`config.mk`:
```
export PLATFORM = sky130hd
export DESIGN_NAME = rsd_datapath
export DESIGN_NICKNAME = d
export VERILOG_FILES = /design/src/rtl/rsd_pkg.sv /design/src/rtl/rsd_datapath.sv
export VERILOG_INCLUDE_DIRS = /design/src /design/src/rtl
export SDC_FILE = /design/constraint.sdc
export NUM_CORES = 1
export LEC_CHECK = 0
export ABC_AREA = 1
export BUFFER_PORTS_ARGS = -buffer_cell sky130_fd_sc_hd__buf_4
export CAP_MARGIN = 40
export CORE_ASPECT_RATIO = 1.5
export CORE_MARGIN = 5
export CORE_UTILIZATION = 39
export CTS_CLUSTER_DIAMETER = 150
export CTS_CLUSTER_SIZE = 20
export DETAILED_ROUTE_END_ITERATION = 8
export HOLD_SLACK_MARGIN = 0.08
export SLEW_MARGIN = 20
export SYNTH_ARGS = -nofsm -noshare
export SYNTH_HDL_FRONTEND = slang
export SYNTH_SLANG_ARGS = --single-unit
```
`constraint.sdc`:
```
create_clock -name clk_sys -period 3.25 [get_ports clk_sys]
set_input_delay 0.65 -clock clk_sys [delete_from_list [all_inputs] [get_ports clk_sys]]
set_output_delay 0.65 -clock clk_sys [all_outputs]
set_load 0.1 [all_outputs]
```
`src/rtl/rsd_regs.svh`:
```
// Constants for the rotate/subtract/skip datapath.
// Assumes inclusion by the datapath module only; rsd_pkg.sv does not include it.
`ifndef RSD_REGS_SVH
`define RSD_REGS_SVH

// Byte geometry
`define RSD_MSB 3'h7
`define RSD_LSB 3'h0
// Values written by the set forms and reset values
`define RSD_ALL_ONES 8'hff
`define RSD_ACC_RST 8'h00
`define RSD_ONE 8'h01
// Cycles a taken skip costs (execute plus one dummy)
`define RSD_SKIP_CYCLES 2

`endif

```
`src/rtl/rsd_pkg.sv`:
```
// Types for the rotate/subtract/skip datapath.
// Assumes the constants header sits next to it.
package rsd_pkg;

  // Operation selected by the sequencer
  typedef enum logic [4:0] {
    RSD_OP_NONE,
    RSD_OP_ROTATE_LEFT,
    RSD_OP_ROTATE_LEFT_CARRY,
    RSD_OP_ROTATE_RIGHT,
    RSD_OP_ROTATE_RIGHT_CARRY,
    RSD_OP_DEDUCT,
    RSD_OP_DEDUCT_WITH_BORROW,
    RSD_OP_DEDUCT_IMM,
    RSD_OP_DECREMENT_SKIP_ZERO,
    RSD_OP_INCREMENT_SKIP_ZERO,
    RSD_OP_SKIP_BIT_NONZERO,
    RSD_OP_SKIP_BIT_ZERO,
    RSD_OP_SKIP_ON_ZERO,
    RSD_OP_SKIP_ZERO_COPY_ACC,
    RSD_OP_SET_BYTE,
    RSD_OP_SET_BIT,
    RSD_OP_NIBBLE_EXCHANGE,
    RSD_OP_TABLE_READ_CURRENT,
    RSD_OP_TABLE_READ_LAST,
    RSD_OP_EXCLUSIVE_OR,
    RSD_OP_EXCLUSIVE_OR_IMM
  } rsd_op_t;

  typedef enum logic [0:0] {
    RSD_ST_RUN,
    RSD_ST_DUMMY
  } rsd_state_t;

endpackage

```
`src/rtl/rsd_datapath.sv`:
```
// Rotate, subtract, skip, set, swap, table read and XOR datapath.
// Assumes a sequencer that presents one operation per cycle with its
// memory operand already read, and honours skip_taken by discarding
// the next fetched word.
//
// Decided for this implementation: the plain strobed port.
`include "rsd_regs.svh"
`timescale 1ns/1ps
`default_nettype none

module rsd_datapath #(
  parameter int DATA_W = 8,
  parameter int PAGE_W = 8,
  parameter int PAGE_SEL_W = 8,
  parameter int WORD_W = 16
) (
  input wire logic clk_sys,
  input wire logic rst_n,
  input wire logic op_valid,
  input wire rsd_pkg::rsd_op_t op_code,
  input wire logic to_acc,
  input wire logic [2:0] bit_sel,
  input wire logic [DATA_W-1:0] mem_operand,
  input wire logic [DATA_W-1:0] imm_value,
  input wire logic [DATA_W-1:0] table_pointer,
  input wire logic [PAGE_SEL_W-1:0] current_page,
  input wire logic [WORD_W-1:0] prog_rdata,
  output logic [PAGE_SEL_W+PAGE_W-1:0] prog_addr,
  output logic mem_we,
  output logic [DATA_W-1:0] mem_wdata,
  output logic [DATA_W-1:0] acc,
  output logic [DATA_W-1:0] table_high_latch,
  output logic carry_flag,
  output logic zero_flag,
  output logic half_carry_flag,
  output logic overflow_flag,
  output logic skip_taken,
  output logic dummy_cycle
);

  ////////////////////////////////////////////////////////////////////////
  // State

  typedef struct packed {
    logic [DATA_W-1:0] acc;
    logic [DATA_W-1:0] tbh;
    logic c;
    logic z;
    logic hc;
    logic ov;
    logic we;
    logic [DATA_W-1:0] wdata;
    logic skip;
    logic [PAGE_SEL_W+PAGE_W-1:0] paddr;
    rsd_pkg::rsd_state_t st;
  } rsd_state_reg_t;

  rsd_state_reg_t st_reg;
  rsd_state_reg_t st_next;

  // Arithmetic scratch
  logic [DATA_W-1:0] subtrahend;
  logic borrow_in;
  logic [DATA_W:0] diff;
  logic [4:0] low_diff;
  logic [DATA_W-1:0] result;
  logic exec;

  ////////////////////////////////////////////////////////////////////////
  // Subtraction unit, shared by all deduct forms

  always_comb
  begin
    subtrahend = (op_code == rsd_pkg::RSD_OP_DEDUCT_IMM) ?
                 imm_value : mem_operand;
    borrow_in = (op_code == rsd_pkg::RSD_OP_DEDUCT_WITH_BORROW) ?
                ~st_reg.c : 1'b0;
    diff = {1'b0, st_reg.acc} - {1'b0, subtrahend} -
           {{DATA_W{1'b0}}, borrow_in};
    low_diff = {1'b0, st_reg.acc[3:0]} - {1'b0, subtrahend[3:0]} -
               {4'h0, borrow_in};
  end

  ////////////////////////////////////////////////////////////////////////
  // Main next-state logic. Dummy cycle ignores the presented op but still loads prog_addr.

  always_comb
  begin
    st_next.acc = st_reg.acc;
    st_next.tbh = st_reg.tbh;
    st_next.c = st_reg.c;
    st_next.z = st_reg.z;
    st_next.hc = st_reg.hc;
    st_next.ov = st_reg.ov;
    st_next.we = 1'b0;
    st_next.wdata = st_reg.wdata;
    st_next.skip = 1'b0;
    st_next.st = rsd_pkg::RSD_ST_RUN;
    // Program page select: current or all-ones last page; kept in this
    // process so one process owns the whole next-state copy
    st_next.paddr = st_reg.paddr;
    if (op_valid && op_code == rsd_pkg::RSD_OP_TABLE_READ_LAST)
      st_next.paddr = {{PAGE_SEL_W{1'b1}},
                       table_pointer[PAGE_W-1:0]};
    else if (op_valid)
      st_next.paddr = {current_page,
                       table_pointer[PAGE_W-1:0]};
    result = mem_operand;
    exec = op_valid && st_reg.st == rsd_pkg::RSD_ST_RUN;
    if (exec)
    begin
      case (op_code)
        rsd_pkg::RSD_OP_ROTATE_LEFT:
          result = {mem_operand[6:0], mem_operand[`RSD_MSB]};
        rsd_pkg::RSD_OP_ROTATE_RIGHT:
          result = {mem_operand[`RSD_LSB], mem_operand[7:1]};
        rsd_pkg::RSD_OP_ROTATE_LEFT_CARRY:
        begin
          result = {mem_operand[6:0], st_reg.c};
          st_next.c = mem_operand[`RSD_MSB];
        end
        rsd_pkg::RSD_OP_ROTATE_RIGHT_CARRY:
        begin
          result = {st_reg.c, mem_operand[7:1]};
          st_next.c = mem_operand[`RSD_LSB];
        end
        rsd_pkg::RSD_OP_DEDUCT,
        rsd_pkg::RSD_OP_DEDUCT_WITH_BORROW,
        rsd_pkg::RSD_OP_DEDUCT_IMM:
        begin
          result = diff[DATA_W-1:0];
          st_next.c = ~diff[DATA_W];
          st_next.hc = ~low_diff[4];
          st_next.z = (diff[DATA_W-1:0] == '0);
          st_next.ov = (st_reg.acc[7] ^ subtrahend[7]) &
                       (st_reg.acc[7] ^ diff[7]);
        end
        rsd_pkg::RSD_OP_DECREMENT_SKIP_ZERO:
        begin
          result = mem_operand - `RSD_ONE;
          st_next.skip = (result == '0);
        end
        rsd_pkg::RSD_OP_INCREMENT_SKIP_ZERO:
        begin
          result = mem_operand + `RSD_ONE;
          st_next.skip = (result == '0);
        end
        rsd_pkg::RSD_OP_SKIP_BIT_NONZERO:
          st_next.skip = mem_operand[bit_sel];
        rsd_pkg::RSD_OP_SKIP_BIT_ZERO:
          st_next.skip = ~mem_operand[bit_sel];
        rsd_pkg::RSD_OP_SKIP_ON_ZERO,
        rsd_pkg::RSD_OP_SKIP_ZERO_COPY_ACC:
          st_next.skip = (mem_operand == '0);
        rsd_pkg::RSD_OP_SET_BYTE:
          result = `RSD_ALL_ONES;
        rsd_pkg::RSD_OP_SET_BIT:
          result = mem_operand | (`RSD_ONE << bit_sel);
        rsd_pkg::RSD_OP_NIBBLE_EXCHANGE:
          result = {mem_operand[3:0], mem_operand[7:4]};
        rsd_pkg::RSD_OP_TABLE_READ_CURRENT,
        rsd_pkg::RSD_OP_TABLE_READ_LAST:
        begin
          result = prog_rdata[DATA_W-1:0];
          st_next.tbh = prog_rdata[WORD_W-1:DATA_W];
        end
        rsd_pkg::RSD_OP_EXCLUSIVE_OR:
        begin
          result = st_reg.acc ^ mem_operand;
          st_next.z = (result == '0);
        end
        rsd_pkg::RSD_OP_EXCLUSIVE_OR_IMM:
        begin
          result = st_reg.acc ^ imm_value;
          st_next.z = (result == '0);
        end
        default:
          result = mem_operand;
      endcase
      // Destination: pure tests and copy-skip never write memory
      case (op_code)
        rsd_pkg::RSD_OP_NONE,
        rsd_pkg::RSD_OP_SKIP_BIT_NONZERO,
        rsd_pkg::RSD_OP_SKIP_BIT_ZERO,
        rsd_pkg::RSD_OP_SKIP_ON_ZERO:
          st_next.we = 1'b0;
        rsd_pkg::RSD_OP_SKIP_ZERO_COPY_ACC:
          st_next.acc = mem_operand;
        rsd_pkg::RSD_OP_DEDUCT_IMM,
        rsd_pkg::RSD_OP_EXCLUSIVE_OR_IMM:
          st_next.acc = result;
        rsd_pkg::RSD_OP_SET_BYTE,
        rsd_pkg::RSD_OP_SET_BIT,
        rsd_pkg::RSD_OP_TABLE_READ_CURRENT,
        rsd_pkg::RSD_OP_TABLE_READ_LAST:
        begin
          st_next.we = 1'b1;
          st_next.wdata = result;
        end
        default:
          if (to_acc)
            st_next.acc = result;
          else
          begin
            st_next.we = 1'b1;
            st_next.wdata = result;
          end
      endcase
      // Taken skip: next fetched word becomes a dummy
      if (st_next.skip)
        st_next.st = rsd_pkg::RSD_ST_DUMMY;
    end
  end

  ////////////////////////////////////////////////////////////////////////
  // State register

  always_ff @(posedge clk_sys)
  begin
    if (!rst_n)
    begin
      st_reg <= '0;
      st_reg.acc <= `RSD_ACC_RST;
      st_reg.st <= rsd_pkg::RSD_ST_RUN;
    end
    else
      st_reg <= st_next;
  end

  // Outputs straight from flops
  assign acc = st_reg.acc;
  assign table_high_latch = st_reg.tbh;
  assign carry_flag = st_reg.c;
  assign zero_flag = st_reg.z;
  assign half_carry_flag = st_reg.hc;
  assign overflow_flag = st_reg.ov;
  assign mem_we = st_reg.we;
  assign mem_wdata = st_reg.wdata;
  assign skip_taken = st_reg.skip;
  assign dummy_cycle = st_reg.st == rsd_pkg::RSD_ST_DUMMY;
  assign prog_addr = st_reg.paddr;
endmodule // rsd_datapath

`default_nettype wire

```
# After elaboration in Yosys (flattened, before gate mapping)
# Index checks and enable logic that the tools add are counted.
# Widths: inputs -> output; s select.
classes:
  mux: 17
  reduce_logical: 27
  shifts: 1
  magnitude_cmp: 1
  eq_ne: 21
  add_sub_neg: 6
  n_bitwise: 13
op_table:
  columns: ["op", "n"]
  rows:
  - ["$pmux 8 s13", 1]
  - ["$logic_not 8->1", 6]
  - ["$eq 5x4->1 const B", 8]
  - ["$mux 16", 2]
  - ["$eq 5x5->1 const B", 5]
  - ["$pmux 8 s3", 1]
  - ["$eq 5x3->1 const B", 4]
  - ["$mux 8", 2]
  - ["$pmux 8 s2", 1]
  - ["$xor 8x8->8", 2]
  - ["$eq 5x2->1 const B", 2]
  - ["$reduce_and 2->1", 5]
  - ["$mux 9", 1]
  - ["$reduce_bool 3->1", 3]
  - ["$sub 8x8->9", 1]
  - ["$sub 9x1->9", 1]
  - ["$add 8x1->8 const B", 1]
  - ["$or 8x8->8", 1]
  - ["$reduce_or 8->1", 1]
  - ["$shl 1x3->8 const A", 1]
  - ["$sub 8x1->8 const B", 1]
  - ["$not 1->1", 7]
  - ["$reduce_or 7->1", 1]
  - ["$pmux 1 s3", 2]
  - ["18 further kinds", 26]
totals:
  wordCells: 97
  input_bits: 60
  output_inout_bits: 47
  reg_bits: 47

# Depth between registers and ports, before layout
logic_depth:
  ltp_word: 7
  mapped_depth: 20
  ltp_nobuf: 18

# Least setup slack after synthesis
# Ideal clock, no wire load.
synth_timing:
  path_kind: "input to register"
  start: "in op_code[1]"
  end: "reg st_reg, in the netlist mem_wdata[4]"
  path_slack_ps: 41
  path_stages: 19
  setup_ps: 115
  n_path_buf: 2
  arrival_ps: 3094
  required_time_ps: 3135
  cell_sequence: "buf_6 > nand2_1 > nor2_2 > nand2_2 > clkbuf_1 > nor2_1 > a21oi_1 > fa_1 > fa_1 > nand2_1 > nand2_1 > nand2_1 > nand2_1 > nand3_1 > nand3_1 > nor2_1 > nand3_1 > o21ai_0 > inv_1"
synth_via:
  elab_chain_cells: 7
  elab_cells_between_ends: 35
  classes_between: "2 x add/sub; 21 x eq/ne; 5 x mux; 1 x bitwise; 6 x reduce/logical"
synth_rtl:
  columns: ["element", "line_no", "text"]
  rows:
  - ["start, declared", "rsd_datapath.sv:20", "input wire rsd_pkg::rsd_op_t op_code,"]
  - ["$eq 5x3->1", "rsd_datapath.sv:74, rsd_datapath.sv:112, rsd_datapath.sv:181", null]
  - ["$mux 8", "rsd_datapath.sv:74", "subtrahend = (op_code == rsd_pkg::RSD_OP_DEDUCT_IMM) ?"]
  - ["$sub 8x8->9", "rsd_datapath.sv:78", "diff = {1'b0, st_reg.acc} - {1'b0, subtrahend} -"]
  - ["$sub 9x1->9", "rsd_datapath.sv:78", null]
  - ["$pmux 8 s13", "rsd_datapath.sv:112", "case (op_code)"]
  - ["$mux 9", "rsd_datapath.sv:201", "if (to_acc)"]
  - ["$pmux 8 s2", "rsd_datapath.sv:181", "case (op_code)"]
  - ["end signal, assigned", "rsd_datapath.sv:227", "st_reg <= st_next;"]
  - ["end, declared", "rsd_datapath.sv:58", "rsd_state_reg_t st_reg;"]
# Several ways; a longest one is shown, not always the timed one. The select of a mux whose other input is x is not followed.
# A chain may end at the register's enable or synchronous reset.

# Worst setup path after layout
layout_timing:
  start: "in op_code[3]"
  end: "reg st_reg, in the netlist mem_wdata[7]"
# The elaborated chain is that of the path after synthesis.

==> results.cfg <==
[grt]
grt_first_pass_wirelength_mm = 26.68
track_usage_pct = 26.03
grt-ovfl-total = 0
antenna_found_initial = 0
grt_pass1_vias = 5191
grt_max_degree = 19

[cells_and_area]
area_delta_synth_final_pct = 27.30
fin_cells = 972
final_common_cell = nand2_1
layout_common_cells = nand2_1, buf_4, nor2_1, inv_1, dfxtp_1
final_nets = 904
antennaDiodeCount = 0
fillers = 1185
drive_gt1_share_pct = 22.42

[clock_network]
cts_made_buffers = 5
cts_resized = 0
clock_latency_ps = 290
cts_tree = yes
clkTransAtPathRegs_ps = 60
cts.path.max_buffers = 2
clock_tree.root_cell = clkbuf_16
cts_setup_buffers = 0
cts_sinks = 46
ctsHoldBuffers = 0
h-tree-depth = 2

[power_and_ir_drop]
power_per_cell_area_mw_per_mm2 = 377.6
power.leakage_nw = 2.796
vdd_drop_max_v = 0.0003823
power_mw = 2.064

[route]
vias_per_cell = 5.162
vias = 5017
wire_per_inst_um = 17.46
drc_errors = 0
ant_nets = 0
drt_first_pass_iters = 5
drtIter0Drc = 224
routed_wl_mm = 16.97

[min_path]
holdCritPathClass = reg2reg
hold_start = table_high_latch[4]$_SDFFE_PN0P_
whs_endpoint = table_high_latch[4]$_SDFFE_PN0P_
worstHoldPathCells = 2

[worst_setup_path]
worst_setup_path_start_kind = primary input
startpoint = op_code[3]
rr_startpoint = carry_flag$_SDFFE_PN0P_
reg2reg_to = mem_wdata[7]$_SDFFE_PN0P_
worst-endpoint-required_ps = 3430
critical_path_class = in2reg
slowest_delay_ps = 370
crit_top_cell = inv_1
end_kind = flip-flop
arrival_ps = 3110
worst-r2r-setup-slack_ps = 730
crit_fanout = 17
critPathSlowestCell = ha_1
r2r_cells = 11
crit_chain = buf_4 > nor2_2 > nand2_2 > buf_4 > nor2_1 > a21oi_1 > ha_1 > inv_1 > ha_1 > nand2_1 > inv_1 > a21oi_1 > nand3b_1 > nand3_1 > nand4_1 > o21ai_0 > inv_1

[sta]
skew_ps = 2.065
worst_pin_slew_ps = 514.4
finalCriticalPeriod_ps = 2921
clock.fmax_mhz = 342.4
slew_viol_final = 0
tns_ps = 0
rsz0062_at_grt = false
finalCritPeriodShare_pct = 89.86
hold_viol_final = 0
finalSetupViolCount = 0
slew_headroom_pct = 65.71

[die]
top_level_ports = 107
die_x_um = 95.68
die_area_mm2 = 0.01325
start_util_pct = 39.26
core_mm2 = 0.01094
die_h_um = 138.5
std_cell_rows = 47

[status]
status = completed

[logic_synthesis]
synth.avg_cell_area_um2 = 6.057
ys_seq_elements = 46
ys_seq_area_share_pct = 21.45
synth_cells = 709
syn_area_mm2 = 0.004294
async_flop_share_pct = 0
yosys_warnings = 0
synth_nets = 789
synth-main-ff-cell = dfxtp_1
synth_edf_count = 0
ys_types = 44

[place]
place_congestion = 0.9782
dp_hpwl_mm = 14.27
placed_cells = 964
port_buffers = 106

[job]
maxCapViolCount = 0
-- power breakdown --
group	leakage (nW)	switching (mW)	internal (mW)
clock	0.0708	0.229	0.286
combinational	2.35	0.641	0.281
sequential	0.377	0.0301	0.597
total	2.80	0.901	1.16
-- worst max-delay path: cells and delay by family --
family	cells	cell delay, ps
adder cells (fa/ha/maj)	2	640
AO/OA/AOI/OAI	3	450
AND/OR/NAND/NOR	7	900
buffers and inverters	5	450
-- metrics by stage --
step,cell area (µm²),utilization [%],hold slack (ps),setup WS (ps)
after floorplan,4294,-,784.9,40.88
after global placement,5324,48.67,454.5,74.57
after detailed placement,5324,48.67,457.8,23.47
after global routing,5466,49.98,479.5,58.28
after CTS,5466,49.98,467.0,317.6
final,5466,49.98,464.3,329.4
-- per-layer routing --
metal	wire (µm)	vias to the layer above	track usage, %
met5	0	-	0
met1	6190	2261	27.71
met4	1275	0	17.47
li1	-	2493	-
met2	8553	199	45.71
met3	951	64	3.913
-- kinds of logic (layout without fill, tap and decap cells) --
kind of cell	count (synthesis)	in the layout	share of synthesized area [%]
DFF	46	46	21.45
adders and majority gates	20	20	6.177
AOI/OAI and AO/OA	103	103	12.65
buffers and inverters	114	230	11.48
xor gates and xnor gates	29	29	5.915
and+or+nand+nor	397	397	42.34
-- synthesized netlist by cell type, types with 2 or more instances --
cell      number  share of area (%)
o22ai_1        3               0.44
dfxtp_1       46                 21
clkinv_1       2               0.17
ha_1          18                5.2
and2_1         2               0.29
nand3b_1       2               0.35
nand3_1       45                5.2
nor2_8         2               0.93
nor2_1        88                7.7
nor2_2        13                1.9
buf_4          4               0.70
inv_4          2               0.29
nand2_2        7                1.0
o21ai_1        3               0.35
nor4_1         2               0.29
nand4_1       15                2.2
nand2_4        5                1.3
or2_2          3               0.44
inv_1         80                7.0
a21oi_1       41                4.8
clkbuf_1      11               0.96
a31oi_1        9                1.3
nand3_2        2               0.47
inv_2          4               0.35
xnor2_1        7                1.4
nand2_1      190                 17
buf_2          5               0.58
o21ai_0       43                5.0
nor3_1        13                1.5
xor2_1        22                4.5
nor2_4         2               0.52
fa_1           2               0.93
buf_6          5                1.3
-- cell type report --
| class | count | area [µm²] | share of cell area, % |
|---|---|---|---|
| Timing Repair Buffer | 133 | 998.5 | 18.27 |
| Sequential cell | 46 | 920.9 | 16.85 |
| Multi-Input combinational cell | 549 | 2880 | 52.69 |
| Tap cell | 147 | 183.9 | 3.365 |
| Inverter | 89 | 340.3 | 6.226 |
| Clock buffer | 6 | 128.9 | 2.358 |
| Clock inverter | 2 | 13.76 | 0.2518 |
-- registers in the layout (all words and copies together), names as in the netlist --
register / cells
table_high_latch: 8
overflow_flag: 1
mem_wdata: 8
zero_flag: 1
half_carry_flag: 1
prog_addr: 16
mem_we: 1
carry_flag: 1
skip_taken: 1
acc: 8
-- worst max path at each step --
stage,endpoint,slack [ps],cells past startpoint
floorplan,mem_wdata[4]$_SDFFE_PN0P_,40,19
global placement,mem_wdata[7]$_SDFFE_PN0P_,70,17
detailed placement,mem_wdata[7]$_SDFFE_PN0P_,20,17
CTS,mem_wdata[7]$_SDFFE_PN0P_,320,17
global route,mem_wdata[7]$_SDFFE_PN0P_,60,14
finish,mem_wdata[7]$_SDFFE_PN0P_,330,17
Power figures use the tool's default switching activity.
